--- src/hdl/ppaf_pkg.sv ---
package ppaf_pkg;

  // Special-function register addresses
  localparam logic [7:0] PPAF_SFR_PORT_ONE    = 8'h90;
  localparam logic [7:0] PPAF_SFR_DRIVE_CFG   = 8'h9F;
  localparam logic [7:0] PPAF_SFR_ALT_FN      = 8'hAB;
  localparam logic [7:0] PPAF_SFR_PORT_THREE  = 8'hB0;
  localparam logic [7:0] PPAF_SFR_CONTROL     = 8'hD8;

  // External data space addresses of the output-only ports
  localparam logic [15:0] PPAF_XD_OUT_A       = 16'hFFF0;
  localparam logic [15:0] PPAF_XD_OUT_B       = 16'hFFF1;

  // Reset values
  localparam logic [7:0] PPAF_PORT_RST        = 8'hFF;
  localparam logic [7:0] PPAF_OUT_RST         = 8'h00;
  localparam logic [7:0] PPAF_CFG_RST         = 8'h00;
  localparam logic [7:0] PPAF_ALT_RST         = 8'h00;
  localparam logic [5:0] PPAF_CTL_RST         = 6'h3F;

  // Alternative-function register fields; bit 7 is reserved
  localparam logic [7:0] PPAF_ALT_WMASK       = 8'h7F;
  localparam int         PPAF_ALT_MODE_LO     = 5;
  localparam int         PPAF_ALT_CTL5_PP     = 4;
  localparam int         PPAF_ALT_GPC_ON      = 3;
  localparam int         PPAF_ALT_GPC_SRC     = 2;
  localparam int         PPAF_ALT_LE_ON       = 1;
  localparam int         PPAF_ALT_LE_EARLY    = 0;

  // Drive-configuration register fields
  localparam int         PPAF_CFG_WR          = 7;
  localparam int         PPAF_CFG_RD          = 6;
  localparam int         PPAF_CFG_EAM         = 5;

  // Mode of the four shared port-three pins, in field order
  typedef enum logic [1:0] {
    PPAF_MODE_GPIO,
    PPAF_MODE_TONE,
    PPAF_MODE_SLAVE,
    PPAF_MODE_MASTER
  } ppaf_mode_t;

  // Pin drive: value and output enable per bit
  typedef struct packed {
    logic [7:0] o;
    logic [7:0] oe;
  } ppaf_drv_t;

endpackage

--- src/hdl/ppaf_top.sv ---
// Operation
// - Both weak-pull-up ports reset to all ones
// - Sixteen push-pull outputs reset to zero
// - Alternative outputs ANDed with port latch bit
// - Port one bits 7,6 optional open-drain two-wire
// - Ten inputs remain, seven interrupt capable
// - Port three: timers on 5,4; interrupts 3,2
// - Port three bits 6,7 carry no strobes
// - Alt bits 6,5 select four-pin mode
// - Tone and serial-bus pin directions per mode
// - Slave mode: quasi pin 0, pull-ups 1,6,7
// - Drive bits: zero open-drain, one push-pull
// - Control bit 5 drive from alt bit 4
// - Drive bit 5 enables enhanced addressing
// - Alt bits: clock out, latch strobe, reserved
// - Bit-addressable SFR ports; output ports in xdata
// - Control port carries flash and display signals
module ppaf_top
  import ppaf_pkg::*;
(
  // Clock and reset
  input  wire logic       sys_clk,
  input  wire logic       reset_n,
  // Special-function register byte access
  input  wire logic [7:0] sfr_addr,
  input  wire logic       sfr_wr,
  input  wire logic [7:0] sfr_wdata,
  input  wire logic       sfr_rd,
  output logic      [7:0] sfr_rdata,
  // Special-function register bit access
  input  wire logic [7:0] sfr_bit_addr,
  input  wire logic       sfr_bit_wr,
  input  wire logic       sfr_bit_wdata,
  input  wire logic       sfr_bit_rd,
  output logic            sfr_bit_rdata,
  // External data space access
  input  wire logic [15:0] xd_addr,
  input  wire logic        xd_wr,
  input  wire logic [7:0]  xd_wdata,
  input  wire logic        xd_rd,
  output logic      [7:0]  xd_rdata,
  // Port pins
  input  wire logic [7:0] port_one_in,
  output ppaf_drv_t       port_one_drv,
  input  wire logic [7:0] port_three_in,
  output ppaf_drv_t       port_three_drv,
  input  wire logic [5:0] control_port_in,
  output ppaf_drv_t       control_port_drv,
  output logic      [7:0] output_port_a,
  output logic      [7:0] output_port_b,
  // Alternative outputs from peripherals, idle high
  input  wire logic       i2c_enable,
  input  wire logic       i2c_sda_out,
  input  wire logic       i2c_scl_out,
  input  wire logic       tone_tx_bit0,
  input  wire logic       tone_tx_bit1,
  input  wire logic       tone_tx_bit2,
  input  wire logic       serial_data_out,
  input  wire logic       serial_bit_clock_out,
  input  wire logic       frame_sync_out,
  input  wire logic       general_clock_out,
  input  wire logic       latch_strobe,
  input  wire logic       control_alt_out_a,
  input  wire logic       control_alt_out_b,
  // Alternative inputs to peripherals, synchronised
  output logic            i2c_sda_in,
  output logic            i2c_scl_in,
  output logic            tone_rx_in,
  output logic            serial_data_in,
  output logic            serial_bit_clock,
  output logic            frame_sync,
  output logic            timer0_input,
  output logic            timer1_input,
  output logic            ext_irq_zero,
  output logic            ext_irq_one,
  output logic      [4:0] ext_irq_two,
  output logic            control_alt_in,
  // Configuration towards other blocks
  output ppaf_mode_t      modem_mode,
  output logic            general_clock_source,
  output logic            latch_strobe_early,
  output logic            enhanced_addr_select,
  output logic            wr_strobe_push_pull,
  output logic            rd_strobe_push_pull
);

  logic [7:0]  port_one_q;
  logic [7:0]  port_three_q;
  logic [5:0]  control_port_q;
  logic [7:0]  drive_config_reg_q;
  logic [7:0]  alt_function_reg_q;
  logic [21:0] pin_meta_q;
  logic [21:0] pin_sync_q;
  logic [7:0]  p1_sync;
  logic [7:0]  p3_sync;
  logic [5:0]  p4_sync;
  logic [7:0]  p1_val;
  logic [7:0]  p3_val;
  logic [5:0]  p4_val;
  logic [7:0]  rd_mux;

  // Byte write, else bit write, onto an SFR latch
  function automatic logic [7:0] ppaf_next(input logic [7:0] cur, input logic [7:0] base, input logic bwr,
                                           input logic [7:0] baddr, input logic [7:0] bdata, input logic bitwr,
                                           input logic [7:0] bitaddr, input logic bitdata);
    logic [7:0] n;
    n = cur;
    if (bwr && baddr == base)
      n = bdata;
    else if (bitwr && bitaddr[7:3] == base[7:3])
      n[bitaddr[2:0]] = bitdata;
    return n;
  endfunction

  // Port one and port three latches, bit addressable
  always_ff @(posedge sys_clk)
  begin
    if (!reset_n)
    begin
      port_one_q   <= PPAF_PORT_RST;
      port_three_q <= PPAF_PORT_RST;
    end
    else
    begin
      port_one_q   <= ppaf_next(port_one_q, PPAF_SFR_PORT_ONE, sfr_wr, sfr_addr, sfr_wdata,
                                sfr_bit_wr, sfr_bit_addr, sfr_bit_wdata);
      port_three_q <= ppaf_next(port_three_q, PPAF_SFR_PORT_THREE, sfr_wr, sfr_addr, sfr_wdata,
                                sfr_bit_wr, sfr_bit_addr, sfr_bit_wdata);
    end
  end

  // Control port latch, six bits, upper two read as zero
  always_ff @(posedge sys_clk)
  begin
    if (!reset_n)
      control_port_q <= PPAF_CTL_RST;
    else
      control_port_q <= 6'(ppaf_next({2'b00, control_port_q}, PPAF_SFR_CONTROL, sfr_wr, sfr_addr,
                                     sfr_wdata, sfr_bit_wr, sfr_bit_addr, sfr_bit_wdata));
  end

  // Drive configuration and alternative-function registers, byte access only
  always_ff @(posedge sys_clk)
  begin
    if (!reset_n)
    begin
      drive_config_reg_q <= PPAF_CFG_RST;
      alt_function_reg_q <= PPAF_ALT_RST;
    end
    else if (sfr_wr)
    begin
      if (sfr_addr == PPAF_SFR_DRIVE_CFG)
        drive_config_reg_q <= sfr_wdata;
      if (sfr_addr == PPAF_SFR_ALT_FN)
        alt_function_reg_q <= sfr_wdata & PPAF_ALT_WMASK;
    end
  end

  // Output-only ports live in external data space; bit access never reaches them
  always_ff @(posedge sys_clk)
  begin
    if (!reset_n)
    begin
      output_port_a <= PPAF_OUT_RST;
      output_port_b <= PPAF_OUT_RST;
    end
    else if (xd_wr)
    begin
      if (xd_addr == PPAF_XD_OUT_A)
        output_port_a <= xd_wdata;
      if (xd_addr == PPAF_XD_OUT_B)
        output_port_b <= xd_wdata;
    end
  end

  // Two-stage synchroniser on every pin input; first stage feeds only the second
  always_ff @(posedge sys_clk)
  begin
    if (!reset_n)
    begin
      pin_meta_q <= '1;
      pin_sync_q <= '1;
    end
    else
    begin
      pin_meta_q <= {control_port_in, port_three_in, port_one_in};
      pin_sync_q <= pin_meta_q;
    end
  end

  assign p1_sync = pin_sync_q[7:0];
  assign p3_sync = pin_sync_q[15:8];
  assign p4_sync = pin_sync_q[21:16];

  // Read mux: ports return pin level, not latch, as a quasi pin must
  always_comb
  begin
    case (sfr_addr)
      PPAF_SFR_PORT_ONE:   rd_mux = p1_sync;
      PPAF_SFR_PORT_THREE: rd_mux = p3_sync;
      PPAF_SFR_CONTROL:    rd_mux = {2'b00, p4_sync};
      PPAF_SFR_DRIVE_CFG:  rd_mux = drive_config_reg_q;
      PPAF_SFR_ALT_FN:     rd_mux = alt_function_reg_q;
      default:             rd_mux = 8'h00;
    endcase
  end

  // Registered read answers, one cycle after the strobe
  always_ff @(posedge sys_clk)
  begin
    if (!reset_n)
    begin
      sfr_rdata     <= 8'h00;
      sfr_bit_rdata <= 1'b0;
      xd_rdata      <= 8'h00;
    end
    else
    begin
      if (sfr_rd)
        sfr_rdata <= rd_mux;
      if (sfr_bit_rd)
      begin
        case (sfr_bit_addr[7:3])
          PPAF_SFR_PORT_ONE[7:3]:   sfr_bit_rdata <= p1_sync[sfr_bit_addr[2:0]];
          PPAF_SFR_PORT_THREE[7:3]: sfr_bit_rdata <= p3_sync[sfr_bit_addr[2:0]];
          PPAF_SFR_CONTROL[7:3]:    sfr_bit_rdata <= (sfr_bit_addr[2:1] == 2'b11) ? 1'b0 : p4_sync[sfr_bit_addr[2:0]];
          default:                  sfr_bit_rdata <= 1'b0;
        endcase
      end
      if (xd_rd)
        xd_rdata <= (xd_addr == PPAF_XD_OUT_A) ? output_port_a : (xd_addr == PPAF_XD_OUT_B) ? output_port_b : 8'h00;
    end
  end

  assign modem_mode = ppaf_mode_t'(alt_function_reg_q[PPAF_ALT_MODE_LO +: 2]);

  // Pin values: latch ANDed with the alternative output; data on bit 7, clock on bit 6
  assign p1_val = port_one_q & {i2c_enable ? i2c_sda_out : 1'b1,
                                i2c_enable ? i2c_scl_out : 1'b1, 6'h3F};

  // Shared port-three pins pick their alternative source by mode
  always_comb
  begin
    case (modem_mode)
      PPAF_MODE_TONE:
        p3_val = port_three_q & {1'b1, tone_tx_bit2, 4'hF, tone_tx_bit1, tone_tx_bit0};
      PPAF_MODE_MASTER:
        p3_val = port_three_q & {1'b1, frame_sync_out, 4'hF, serial_bit_clock_out,
                                 serial_data_out};
      PPAF_MODE_SLAVE:
        p3_val = port_three_q & {7'h7F, serial_data_out};
      default:
        p3_val = port_three_q;
    endcase
  end

  // Port one: quasi pins pull low only; high comes from the weak pull-up
  assign port_one_drv.o  = 8'h00;
  assign port_one_drv.oe = ~p1_val;

  // Port three direction per mode; forced-input pins ignore a low latch, hence the ordering
  always_comb
  begin
    port_three_drv.o  = 8'h00;
    port_three_drv.oe = ~p3_val;
    case (modem_mode)
      PPAF_MODE_TONE:
      begin
        port_three_drv.o     = p3_val & 8'h43;
        port_three_drv.oe    = 8'h43 | ~p3_val;
        port_three_drv.oe[7] = 1'b0;
      end
      PPAF_MODE_MASTER:
      begin
        port_three_drv.o     = p3_val & 8'h42;
        port_three_drv.oe    = 8'h42 | ~p3_val;
        port_three_drv.oe[7] = 1'b0;
      end
      PPAF_MODE_SLAVE:
      begin
        port_three_drv.oe[1] = 1'b0;
        port_three_drv.oe[6] = 1'b0;
        port_three_drv.oe[7] = 1'b0;
      end
      default:
        port_three_drv.o = 8'h00;
    endcase
  end

  // Control port alternative outputs; clock and strobe gated by their enables
  assign p4_val = control_port_q & {alt_function_reg_q[PPAF_ALT_GPC_ON] ? general_clock_out : 1'b1,
                                    2'b11, control_alt_out_b, control_alt_out_a,
                                    alt_function_reg_q[PPAF_ALT_LE_ON] ? latch_strobe : 1'b1};

  // Control port drive per bit; bit 5 takes its mode from the alt register
  for (genvar i = 0; i < 6; i++)
  begin : g_ctl
    logic pp;
    assign pp = (i == 5) ? alt_function_reg_q[PPAF_ALT_CTL5_PP] : drive_config_reg_q[i];
    assign control_port_drv.o[i]  = pp & p4_val[i];
    assign control_port_drv.oe[i] = pp | ~p4_val[i];
  end
  assign {control_port_drv.o[7:6], control_port_drv.oe[7:6]} = 4'h0;

  // Alternative inputs; bits 6,7 of port three carry no strobes
  assign i2c_sda_in       = p1_sync[7];
  assign i2c_scl_in       = p1_sync[6];
  assign ext_irq_two      = p1_sync[4:0];
  assign ext_irq_zero     = p3_sync[2];
  assign ext_irq_one      = p3_sync[3];
  assign timer0_input     = p3_sync[4];
  assign timer1_input     = p3_sync[5];
  assign tone_rx_in       = p3_sync[7];
  assign serial_data_in   = p3_sync[7];
  assign serial_bit_clock = p3_sync[1];
  assign frame_sync       = p3_sync[6];
  assign control_alt_in   = p4_sync[4];

  // Configuration handed to neighbouring blocks
  assign general_clock_source = alt_function_reg_q[PPAF_ALT_GPC_SRC];
  assign latch_strobe_early   = alt_function_reg_q[PPAF_ALT_LE_EARLY];
  assign enhanced_addr_select = drive_config_reg_q[PPAF_CFG_EAM];
  assign wr_strobe_push_pull  = drive_config_reg_q[PPAF_CFG_WR];
  assign rd_strobe_push_pull  = drive_config_reg_q[PPAF_CFG_RD];

  // Checks
  a_port_reset_ones: assert property (@(posedge sys_clk)
    !$past(reset_n) && reset_n |-> port_one_q == 8'hFF && port_three_q == 8'hFF)
    else $error("weak pull-up ports not all ones after reset");
  a_outport_reset_zero: assert property (@(posedge sys_clk)
    !$past(reset_n) && reset_n |-> output_port_a == 8'h00 && output_port_b == 8'h00 && drive_config_reg_q == 8'h00)
    else $error("output ports or drive config not zero after reset");
  a_p1_and_gate: assert property (@(posedge sys_clk) disable iff (!reset_n)
    i2c_enable && !port_one_q[7] |-> port_one_drv.oe[7])
    else $error("low latch did not force pin low");
  a_p1_byte_write: assert property (@(posedge sys_clk) disable iff (!reset_n)
    sfr_wr && sfr_addr == PPAF_SFR_PORT_ONE |=> port_one_q == $past(sfr_wdata))
    else $error("port one byte write lost");
  a_p3_bit_write: assert property (@(posedge sys_clk) disable iff (!reset_n)
    sfr_bit_wr && !sfr_wr && sfr_bit_addr[7:3] == PPAF_SFR_PORT_THREE[7:3]
    |=> port_three_q[$past(sfr_bit_addr[2:0])] == $past(sfr_bit_wdata))
    else $error("port three bit write lost");
  a_outport_no_bit: assert property (@(posedge sys_clk) disable iff (!reset_n)
    sfr_bit_wr && !xd_wr |=> $stable(output_port_a) && $stable(output_port_b))
    else $error("output port changed by bit access");
  a_tone_pin_dirs: assert property (@(posedge sys_clk) disable iff (!reset_n)
    modem_mode == PPAF_MODE_TONE |-> port_three_drv.oe[1:0] == 2'b11 && port_three_drv.oe[7:6] == 2'b01)
    else $error("tone mode pin directions wrong");
  a_slave_inputs: assert property (@(posedge sys_clk) disable iff (!reset_n)
    modem_mode == PPAF_MODE_SLAVE |-> {port_three_drv.oe[7:6], port_three_drv.oe[1], port_three_drv.o} == 11'h000)
    else $error("slave mode drives clock or sync");
  a_gpio_quasi: assert property (@(posedge sys_clk) disable iff (!reset_n)
    modem_mode == PPAF_MODE_GPIO |-> port_three_drv.oe == ~port_three_q)
    else $error("plain mode port three not quasi");
  a_ctl5_drive: assert property (@(posedge sys_clk) disable iff (!reset_n)
    alt_function_reg_q[4] |-> control_port_drv.oe[5])
    else $error("control bit 5 not push-pull");
  a_pin_readback: assert property (@(posedge sys_clk) disable iff (!reset_n)
    sfr_rd && sfr_addr == PPAF_SFR_PORT_ONE && $stable(port_one_in) && $past(port_one_in, 2) == port_one_in
    |=> sfr_rdata == $past(port_one_in)) else $error("port read did not return pin level");

  c_tone_mode: cover property (@(posedge sys_clk) modem_mode == PPAF_MODE_TONE);
  c_master_mode: cover property (@(posedge sys_clk) modem_mode == PPAF_MODE_MASTER);
  c_bit_write: cover property (@(posedge sys_clk) sfr_bit_wr && sfr_bit_addr[7:3] == PPAF_SFR_PORT_THREE[7:3]);
  c_p1_read: cover property (@(posedge sys_clk) sfr_rd && sfr_addr == PPAF_SFR_PORT_ONE);

endmodule // ppaf_top

--- config.mk ---
export PLATFORM = sky130hd
export DESIGN_NAME = ppaf_top
export DESIGN_NICKNAME = d
export VERILOG_FILES = /design/src/hdl/ppaf_pkg.sv /design/src/hdl/ppaf_top.sv
export SDC_FILE = /design/constraint.sdc
export NUM_CORES = 1
export LEC_CHECK = 0
export BUFFER_PORTS_ARGS = -buffer_cell sky130_fd_sc_hd__buf_2
export CAP_MARGIN = 25
export CORE_ASPECT_RATIO = 0.7
export CORE_MARGIN = 5
export CORE_UTILIZATION = 36
export CTS_BUF_LIST = sky130_fd_sc_hd__clkbuf_16
export DETAILED_ROUTE_END_ITERATION = 7
export SLEW_MARGIN = 40
export SYNTH_ARGS = -nofsm -noshare
export SYNTH_HDL_FRONTEND = slang
export SYNTH_SLANG_ARGS = --single-unit
export TNS_END_PERCENT = 1
--- constraint.sdc ---
create_clock -name sys_clk -period 1.5 [get_ports sys_clk]
set_input_delay 0.15 -clock sys_clk [delete_from_list [all_inputs] [get_ports sys_clk]]
set_output_delay 0.15 -clock sys_clk [all_outputs]
set_load 0.02 [all_outputs]
==> run metrics, run 1 <==
status=finished clean; worst hold stages=3; slowest cell on the critical path=dfxtp_2; delay-heaviest family, CP=flip-flops; clk_lat worst skew=410 ps; Via-to-Cell Ratio=4.85; Buf/Inv on CP=2; clk sink count=114; core area=0.0141 mm²; total power per unit cell area=1080 mW/mm²; die span in y=111 µm; die width=154 µm; post-synthesis sequential area ratio=43.9%; final WL=15.8 mm; antenna cells=0; final std cells w/o fill=998; setup violators final=0; Max-slew headroom=66.3%; Worst-Margin Slew=504 ps; fmax=701 MHz; reg2reg path depth=5; worst vdd ir=0.000926 V; largest net degree at the start of global routing=67; crit end category=output pin; net count of the finished layout=887; Yosys reg bits=114; Ports=196; kind of critical path=flip-flop to output pin; worst hold path class=input pin to flip-flop; Max-cap violations=0; drt pass-1 iters=5; R2R Path Start=pin_sync_q[13]; critical path startpoint category=flip-flop; worst-path fanout max=9; RSZ-0062 raised after global routing=true; DP HPWL=12.1 mm; Root Buffer Master=clkbuf_16; Max Clock Skew=11.6 ps; Syn Std Cell Area=0.00520 mm²; Post-CTS Setup Bufs=0; number of synthesized flops with an enable pin=0; placed cell count=935; final period utilization=95.2%; Tmin final=1430 ps; CTS clk-pin slew, worst paths=60 ps; Rows=36; Syn Area/Cell=9.01 µm²; die area=0.0170 mm²; vias in the first global route=4756; flop2flop setup slack=180 ps; top_reg_cell synth=dfxtp_1; starting DRC count in detailed routing=303; number of cells produced by synthesis=577; initial antenna violation count=1; CTS buffer count=17; share of cells above drive strength 1=32.8%; Required @ worst endpoint=1350 ps; RePlAce Congestion=0.845; global-route usage over all layers=18.4%; first-pass GRT wire length=25.4 mm; crit-path cells=buf_6 -> mux2i_1 -> nor2_1 -> buf_2; Post-synth ARST share=0%; crit path DAT=1280 ps; post-DR wirelength/cell=15.8 µm; Unique masters post-synth=48; initial core utilization=37.0%; WHS Endpoint=port_one_q[7]; Residual DRC=0; Hold Startpoint=sfr_wdata[7]; area grow syn2layout=40.2%; final hold violation count=0; CTS Buffer Depth=2; Fill cells=1343; final number of max-transition violations=0; Antenna Nets Post-Route=0; Leak Pwr=3.37 nW; Overall Power=7.88 mW; Synth Warn #=0; via count=4838; IO buf count=178; CTS tree=built; Worst path max stage delay=350 ps; Remaining Overflow, GRT=0; H-tree Lvls=4; FF-to-FF End=sfr_bit_rdata
## metal layers
| layer | wire length [µm] | global-route usage (%) | vias up |
|---|---|---|---|
| li1 | - | - | 2395 |
| met2 | 7090 | 27.9 | 169 |
| met4 | 326 | 5.59 | 2 |
| met5 | 7 | 0 | - |
| met1 | 7330 | 25.0 | 2240 |
| met3 | 1050 | 5.79 | 32 |
## how the worst max path moves through the flow
stage / startpoint / endpoint / slack, ps / cells after the start
final: alt_function_reg_q[6] / port_three_drv[14] / 70 / 4
after global placement: xd_addr[3] / output_port_a[0] / -90 / 7
after detailed placement: xd_addr[3] / output_port_a[4] / -120 / 7
after CTS: alt_function_reg_q[6] / port_three_drv[9] / 5 / 4
after floorplan: xd_addr[3] / output_port_b[5] / 90 / 6
after global routing: alt_function_reg_q[6] / port_three_drv[14] / -9 / 4
## state kept, by name, indices dropped and copies added (netlist names)
register	cells
sfr_bit_rdata	1
port_one_q	8
output_port_a	8
pin_meta_q	22
port_three_q	8
sfr_rdata	8
drive_config_reg_q	8
pin_sync_q	22
xd_rdata	8
alt_function_reg_q	7
control_port_q	6
output_port_b	8
## kinds of logic (layout without fill, tap and decap cells)
kind of cell,after synthesis,count (layout),synth area share (%)
buffers and inverters,79,294,8.18
AO/OA/AOI/OAI,87,87,11.2
multiplexers,71,71,14.2
flip-flops,114,114,43.9
other,1,17,0.0721
AND/OR/NAND/NOR,225,225,22.5
## repair_timing
| item | CTS | global route |
|---|---|---|
| hold endpoints to repair | 37 | 0 |
| gates cloned | 0 | 0 |
| setup endpoints to repair | 2 | 9 |
| hold buffers | 31 | 0 |
| gates resized for setup | 1 | 5 |
## synth_stat cells (2+ instances only)
library cell    n  area share [%]
nand4b_1        2            0.34
nand2b_1       48             5.8
nor2b_1         2            0.24
dfxtp_1       114              44
a31oi_1         2            0.24
o21bai_1        2            0.29
mux2_2         10             2.2
nor4_1          2            0.24
a22o_1          8             1.3
nor3b_1         6            0.87
nor3_1          3            0.29
and3b_1         2            0.34
o21ai_0        26             2.5
inv_1          17             1.2
o211ai_1       14             2.0
nor2_1         60             4.3
nand4_1         8            0.96
a22oi_1        10             1.4
o2bb2ai_1       6             1.0
nand3_1        19             1.8
buf_4          28             4.0
nand3b_1        5            0.72
nand2_1        47             3.4
a211oi_1        7             1.0
mux2i_1        60              12
and3_1          8            0.96
a21oi_1         2            0.19
o21ai_1         8            0.77
clkbuf_1       19             1.4
buf_2          12             1.2
and2_1          3            0.36
## cells in the final DEF, fill, tap and decap left out, types with 6 or more instances in the layout
| master | synthesis | routed |
|---|---|---|
| buf_2 | 12 | 178 |
| dfxtp_1 | 114 | 112 |
| mux2i_1 | 60 | 60 |
| nor2_1 | 60 | 60 |
| nand2b_1 | 48 | 48 |
| nand2_1 | 47 | 47 |
| dlygate4sd3_1 | 0 | 31 |
| buf_4 | 28 | 29 |
| o21ai_0 | 26 | 23 |
| nand3_1 | 19 | 19 |
| inv_1 | 17 | 17 |
| conb_1 | 1 | 17 |
| clkbuf_16 | 0 | 17 |
| o211ai_1 | 14 | 14 |
| o21ai_1 | 8 | 11 |
| mux2_2 | 10 | 10 |
| a22oi_1 | 10 | 10 |
| and3_1 | 8 | 8 |
| nand4_1 | 8 | 8 |
| a22o_1 | 8 | 8 |
| a211oi_1 | 7 | 7 |
| nor3b_1 | 6 | 6 |
| o2bb2ai_1 | 6 | 6 |
| buf_12 | 0 | 6 |
## stage by stage
step / setup slack, ps / hold slack, ps / instance area, µm² / setup TNS (ps) / util [%]
global placement: -86.4 / 330 / 6370 / -816 / 45.3
floorplan: 91.0 / 251 / 5260 / 0 / -
global route: -8.78 / 28.2 / 7290 / -8.87 / 51.9
detailed placement: -116 / 335 / 6370 / -1300 / 45.3
finish: 72.5 / 25.9 / 7290 / 0 / 51.9
CTS: 4.72 / 14.8 / 7280 / 0 / 51.8
## power by group
| part | total (mW) | switching, mW | internal [mW] |
|---|---|---|---|
| clock | 4.08 | 1.59 | 2.50 |
| sequential | 3.13 | 0.0309 | 3.10 |
| combinational | 0.672 | 0.368 | 0.304 |
| total | 7.88 | 1.98 | 5.90 |
## area by class of cell
cell class                      instances  area (µm²)  area share [%]
Clock buffer                           17         425            5.84
Clock inverter                         15         174            2.39
Inverter                               17        63.8           0.876
Multi-Input combinational cell        400        2550            35.0
Sequential cell                       114        2280            31.4
Tap cell                              190         238            3.26
Timing Repair Buffer                  245        1550            21.3
## worst min-delay path: cells and delay by family
| kind | cells | cell delay [ps] |
|---|---|---|
| buffers and inverters | 1 | 120 |
| AOI/OAI and AO/OA | 1 | 80 |
| and+or+nand+nor | 1 | 60 |
No activity file was read; power rests on OpenSTA's default activity.
==> run 2, diff against run 1 <==
--- a/config.mk
+++ b/config.mk
@@ -5,6 +5,7 @@
 export SDC_FILE = /design/constraint.sdc
 export NUM_CORES = 1
 export LEC_CHECK = 0
+export ABC_AREA = 1
 export BUFFER_PORTS_ARGS = -buffer_cell sky130_fd_sc_hd__buf_2
 export CAP_MARGIN = 25
 export CORE_ASPECT_RATIO = 0.7
==> constraint.sdc (replaced) <==
create_clock -name sys_clk -period 1.5 [get_ports sys_clk]
set_input_delay 0.45 -clock sys_clk [delete_from_list [all_inputs] [get_ports sys_clk]]
set_output_delay 0.45 -clock sys_clk [all_outputs]
set_load 0.02 [all_outputs]
==> run 2 against run 1 <==
Net effect:
- the flow now finishes with violations (negative setup slack)
- highest routed layer unchanged
- sequential share of layout area shrank 0.73 points
- core utilization shrank 0.88 points
- largest cell class unchanged
- die area grew 5.3%
- routed wire length grew 14%
- synthesized area grew 5.7%
==> run metrics, run 2 <==
Ports=196 (unchanged); worst vdd ir=0.000724 V (was 0.000926 V); antenna cells=0 (unchanged); number of cells produced by synthesis=791 (was 577); CTS Buffer Depth=2 (unchanged); first-pass GRT wire length=27.9 mm (was 25.4 mm); CTS tree=built (unchanged); Tmin final=1820 ps (was 1430 ps); status=complete, but fails checks (was finished clean); NetSw=1.89 mW (was 1.98 mW); Post-CTS Hold Buffers=0 (was 31); die area=0.0179 mm² (was 0.0170 mm²); crit path DAT=1370 ps (was 1280 ps); drt pass-1 iters=5 (unchanged); Post-synth ARST share=0% (unchanged); post-synthesis sequential area ratio=41.5% (was 43.9%); post-DR wirelength/cell=14.9 µm (was 15.8 µm); kind of critical path=flip-flop to output pin (unchanged); Required @ worst endpoint=1050 ps (was 1350 ps); Antenna Nets Post-Route=0 (unchanged); synth cell count leaders=nand2_1 (186), dfxtp_1 (114), inv_1 (93) (was dfxtp_1 (114), mux2i_1 (60), nor2_1 (60)); RSZ-0062 raised after global routing=true (unchanged); Comb power frac=9.2% (was 8.5%); Largest regs=pin_meta_q (22), pin_sync_q (22) (unchanged); RePlAce Congestion=0.876 (was 0.845); share of cells above drive strength 1=35.9% (was 32.8%); DP HPWL=13.7 mm (was 12.1 mm); critical path startpoint category=flip-flop (unchanged); fmax=550 MHz (was 701 MHz); final number of max-transition violations=0 (unchanged); dpl ws=-236 ps (was -116 ps); CTS clk-pin slew, worst paths=50 ps (was 60 ps); failing checks=negative setup slack; Clk pwr share=50.7% (was 51.8%); Worst Hold Margin=226 ps (was 25.9 ps); initial core utilization=37.1% (was 37.0%); final hold violation count=0 (unchanged); largest net degree at the start of global routing=53 (was 67); Syn Area/Cell=6.95 µm² (was 9.01 µm²); placed cell count=1174 (was 935); area grow syn2layout=37.4% (was 40.2%); commonest cells after routing, fill and taps aside=nand2_1 (184), buf_2 (160), dfxtp_1 (96) (was buf_2 (178), dfxtp_1 (112), mux2i_1 (60), nor2_1 (60), nand2b_1 (48)); core area=0.0148 mm² (was 0.0141 mm²); commonest non-fill, non-tap cell in the layout=nand2_1 (was buf_2); final period utilization=121% (was 95.2%); final WL=17.9 mm (was 15.8 mm); Residual DRC=0 (unchanged); IO buf count=178 (unchanged); Seq pwr share=40.1% (was 39.7%); Via-to-Cell Ratio=4.70 (was 4.85); clk sink count=114 (unchanged); Net Sw Frac=24.1% (was 25.2%); global-route usage over all layers=19.7% (was 18.4%); setup violators final=11 (was 0); Max-cap violations=0 (unchanged); Remaining Overflow, GRT=0 (unchanged); clk_lat worst skew=400 ps (was 410 ps); Yosys reg bits=114 (unchanged); net count of the finished layout=1091 (was 887); vias in the first global route=5373 (was 4756); Root Buffer Master=clkbuf_16 (unchanged); H-tree Lvls=4 (unchanged); Leak Pwr=3.96 nW (was 3.37 nW); synth top area cells=dfxtp_1 (42%), nand2_1 (13%), nand3_1 (7.6%), inv_1 (6.4%), or2_2 (5.5%) (was dfxtp_1 (44%), mux2i_1 (12%), nand2b_1 (5.8%), nor2_1 (4.3%), buf_4 (4.0%)); total power per unit cell area=1040 mW/mm² (was 1080 mW/mm²); top_reg_cell synth=dfxtp_1 (unchanged); starting DRC count in detailed routing=418 (was 303); worst hold path class=input pin to flip-flop (unchanged); final core utilization=51.0% (was 51.9%); Synth Warn #=0 (unchanged); die span in y=113 µm (was 111 µm); initial antenna violation count=1 (unchanged); met2 GRT Util=28.2% (was 27.9%); Overall Power=7.85 mW (was 7.88 mW); area leader, netlist=dfxtp_1 (unchanged); CTS buffer count=17 (unchanged); count leader, synth=nand2_1 (was dfxtp_1); Max Clock Skew=5.27 ps (was 11.6 ps); die width=158 µm (was 154 µm); Unique masters post-synth=35 (was 48); worst-path fanout max=4 (was 9); Syn Std Cell Area=0.00550 mm² (was 0.00520 mm²); via count=5664 (was 4838); Rows=37 (was 36); M1 GR Usage=28.7% (was 25.0%); final std cells w/o fill=1206 (was 998); slack of the critical path=-318 ps (was 72.5 ps); crit end category=output pin (unchanged); post-synth top area share=41.5% (was 43.9%); met3 usage=6.37% (was 5.79%); Pint=5.96 mW (was 5.90 mW); GR peak layer=met1 (was met2); number of synthesized flops with an enable pin=0 (unchanged)
run 2: cell count changes in the layout (fill, tap and decap cells not counted), sizes merged, moves of 17 or more:
cell         before  now
or2               1   48
inv              24   97
nand2b           48    0
buf             214  231
mux2i            60    0
nand2            47  189
nand3            20   85
o21ai            34   58
a21oi             2   31
dlygate4sd3      31    0
run 2: worst max-delay path, cell delays in order (launching register included):
cell and delay (ps):
dfxtp_4 360, or2_4 240, o221ai_4 160, a21oi_2 50
inv_2 50, buf_6 100
run 2: cells by family (layout without fill, tap and decap cells):
| kind of cell | after synthesis | after routing | share of synthesized area (%) |
|---|---|---|---|
| buffers and inverters | 154 | 358 | 13.2 |
| and+or+nand+nor | 418 | 418 | 35.0 |
| DFF | 114 | 114 | 41.5 |
| AOI/OAI and AO/OA | 104 | 104 | 10.2 |
| other | 1 | 17 | 0.0682 |
run 2: metal layers:
metal  share of wire, %  vias to the layer above  wire length (µm)
met1                 47                     2507              8440
met5              0.039                        -                 7
li1                   -                     2875                 -
met4                1.1                        2               189
met3                 11                       21              1920
met2                 41                      259              7380
run 2: path summary, 6_finish.rpt:
| kind | cells after the start | start | endpoint | slack [ps] |
|---|---|---|---|---|
| worst max register to register | 7 | pin_sync_q[2] | sfr_bit_rdata | 300 |
| worst min register to register | 1 | pin_meta_q[5] | pin_sync_q[5] | 410 |
| worst min-delay path | 2 | port_one_in[1] | pin_meta_q[1] | 230 |
| worst max-delay path | 5 | alt_function_reg_q[6] | port_three_drv[0] | -320 |
run 2: power groups by stage:
stage / logic [mW] / clock network [mW] / registers, mW
after CTS: 0.721 / 4.03 / 3.15
after global placement: 0.707 / 0 / 3.21
after detailed placement: 0.711 / 0 / 3.21
final: 0.724 / 3.98 / 3.15
after global routing: 0.804 / 4.17 / 3.15
after floorplan: 0.387 / 0 / 3.24
run 2: through the flow:
| stage | TNS, ps | cell area, µm² |
|---|---|---|
| finish | -2140 | 7550 |
| global route | -2930 | 7550 |
| CTS | -2400 | 7470 |
| detailed placement | -3490 | 6810 |
| global placement | -3120 | 6810 |
| floorplan | -139 | 5580 |
run 2: timing repair:
item	4_1_cts	5_1_grt
setup buffers	0	1
gates cloned	0	0
gates resized for setup	40	33
pin swaps	3	3
endpoints found under the setup margin	22	24
run 2: layout make-up:
cell class | instances | area [µm²]
sequential | 114 | 2310
clock inverter | 14 | 149
fill | 1521 | 7260
multi-input combinational | 539 | 2620
tap | 195 | 244
clock buffer | 17 | 425
timing repair buffer | 231 | 1430
inverter | 96 | 365
==> run 3, diff against run 2 <==
--- a/config.mk
+++ b/config.mk
@@ -13,6 +13,7 @@
 export CORE_UTILIZATION = 36
 export CTS_BUF_LIST = sky130_fd_sc_hd__clkbuf_16
 export DETAILED_ROUTE_END_ITERATION = 7
+export REMOVE_ABC_BUFFERS = 1
 export SLEW_MARGIN = 40
 export SYNTH_ARGS = -nofsm -noshare
 export SYNTH_HDL_FRONTEND = slang
==> run 3 against run 2 <==
Net effect:
- the flow still finishes with violations (negative setup slack)
- clock power up 10%
- first-iteration DRC count down 5.3%
- clock skew up 3.8 ps
- critical endpoint is now port_three_drv[14]
==> run metrics, run 3 (synthesis results as in run 2) <==
final core utilization=51.3% (was 51.0%); starting DRC count in detailed routing=396 (was 418); Fill cells=1488 (was 1521); setup violators final=11 (unchanged); final std cells w/o fill=1210 (was 1206); DP HPWL=13.4 mm (was 13.7 mm); die span in y=113 µm (unchanged); placed cell count=1177 (was 1174); crit-path cells=clkinvlp_4 -> nor3_2 -> nor4_4 -> buf_4 (was or2_4 -> o221ai_4 -> a21oi_2 -> inv_2 -> buf_6); area grow syn2layout=38.2% (was 37.4%); Tmin final=1840 ps (was 1820 ps); NetSw=1.94 mW (was 1.89 mW); R2R Path Start=pin_sync_q[2] (unchanged); share of cells above drive strength 1=35.6% (was 35.9%); reg2reg path depth=7 (unchanged); Max Clock Skew=9.09 ps (was 5.27 ps); slack of the critical path=-341 ps (was -318 ps); fmax=543 MHz (was 550 MHz); GR peak layer=met1 (unchanged); worst vdd ir=0.000799 V (was 0.000724 V); Residual DRC=0 (unchanged); worst hold path class=input pin to flip-flop (unchanged); CTS Buffer Depth=2 (unchanged); IO buf count=178 (unchanged); total power per unit cell area=1090 mW/mm² (was 1040 mW/mm²); Worst path max stage delay=350 ps (was 360 ps); met2 GRT Util=26.8% (was 28.2%); clk_lat worst skew=410 ps (was 400 ps); commonest non-fill, non-tap cell in the layout=nand2_1 (unchanged); FF-to-FF End=sfr_bit_rdata (unchanged); largest net degree at the start of global routing=47 (was 53); net count of the finished layout=1094 (was 1091); via count=5598 (was 5664); Seq pwr share=38.1% (was 40.1%); CTS buffer count=17 (unchanged); H-tree Lvls=4 (unchanged); initial core utilization=37.1% (unchanged); RePlAce Congestion=0.909 (was 0.876); Antenna Nets Post-Route=0 (unchanged); Clk pwr share=53.1% (was 50.7%); Remaining Overflow, GRT=0 (unchanged); worst hold stages=2 (unchanged); final hold violation count=0 (unchanged); antenna cells=0 (unchanged); Buf/Inv on CP=2 (unchanged); die width=158 µm (unchanged); flop2flop setup slack=300 ps (about the same); Root Buffer Master=clkbuf_16 (unchanged); Max-cap violations=0 (unchanged); cell area after placement=0.00681 mm² (unchanged); first-pass GRT wire length=26.8 mm (was 27.9 mm); delay-heaviest family, CP=flip-flops (unchanged); global-route usage over all layers=19.0% (was 19.7%); clk sink count=114 (unchanged); vias in the first global route=5045 (was 5373); initial antenna violation count=0 (was 1); post-layout instance area=0.00760 mm² (was 0.00755 mm²); final number of max-transition violations=0 (unchanged); met3 usage=5.27% (was 6.37%); Leak Pwr=3.98 nW (was 3.96 nW); RSZ-0062 raised after global routing=true (unchanged); Required @ worst endpoint=1050 ps (about the same); crit end category=output pin (unchanged); Ports=196 (unchanged); failing checks=negative setup slack (unchanged); CTS tree=built (unchanged); Via-to-Cell Ratio=4.63 (was 4.70); die area=0.0179 mm² (unchanged); post-DR wirelength/cell=14.3 µm (was 14.9 µm); worst-path fanout max=6 (was 4); drt pass-1 iters=5 (unchanged); commonest cells after routing, fill and taps aside=nand2_1 (186), buf_2 (162), dfxtp_1 (94) (was nand2_1 (184), buf_2 (160), dfxtp_1 (96)); critical path startpoint category=flip-flop (unchanged); M1 GR Usage=28.9% (was 28.7%); CTS clk-pin slew, worst paths=60 ps (was 50 ps); final WL=17.4 mm (was 17.9 mm); Comb power frac=8.8% (was 9.2%); Rows=37 (unchanged); Net Sw Frac=23.4% (was 24.1%); final period utilization=123% (was 121%); kind of critical path=flip-flop to output pin (unchanged); WHS Endpoint=pin_meta_q[15] (was pin_meta_q[1]); Largest regs=pin_meta_q (22), pin_sync_q (22) (unchanged); core area=0.0148 mm² (unchanged); status=complete, but fails checks (unchanged); Hold Startpoint=port_three_in[7] (was port_one_in[1]); slowest cell on the critical path=dfxtp_2 (was dfxtp_4); crit path DAT=1390 ps (was 1370 ps); Pint=6.33 mW (was 5.96 mW)
==> run 3: how the worst max path moves through the flow <==
stage / from / end / slack, ps / cells after the start
5_1_grt: alt_function_reg_q[5] / port_three_drv[14] / -450 / 4
3_5_place_dp: tone_tx_bit0 / port_three_drv[0] / -220 / 6
3_3_place_gp: tone_tx_bit0 / port_three_drv[0] / -200 / 6
4_1_cts: alt_function_reg_q[6] / port_three_drv[0] / -350 / 5
2_1_floorplan: alt_function_reg_q[5] / port_three_drv[14] / -340 / 2
6_report: alt_function_reg_q[5] / port_three_drv[14] / -340 / 4
==> run 3: through the flow <==
stage          TNS, ps  power, mW  hold WS [ps]  worst slack [ps]
6_report         -2480       8.27           221              -341
5_1_grt          -3540       8.60           204              -447
4_1_cts          -2580       8.36           206              -350
3_5_place_dp     -4380       3.93           397              -222
3_3_place_gp     -3720       3.93           394              -201
2_1_floorplan    -1080       3.54           393              -338
==> run 3: layer usage <==
metal | vias up | wire length (µm)
met5 | - | 0
met4 | 0 | 134
met3 | 18 | 1710
met2 | 215 | 7090
met1 | 2486 | 8430
li1 | 2879 | -
==> run 3: power groups by stage <==
stage	Combinational, mW	Clock (mW)	Sequential, mW
floorplan	0.292	0	3.25
global route	0.810	4.64	3.15
global placement	0.714	0	3.21
detailed placement	0.719	0	3.21
finish	0.731	4.39	3.15
CTS	0.726	4.49	3.15
==> run 3: cell type report <==
type	instances	area, µm²	share of cell area, %
tap	195	244	3.21
clock inverter	15	214	2.82
inverter	96	369	4.86
sequential	114	2310	30.4
clock buffer	17	425	5.60
multi-input combinational	539	2600	34.2
timing repair buffer	234	1440	19.0
==> run 3: repair_timing <==
item	4_1_cts	5_1_grt
setup endpoints to repair	21	30
resized for setup	27	35
setup buffers	0	1
pin swaps	3	2
hold buffers	0	0
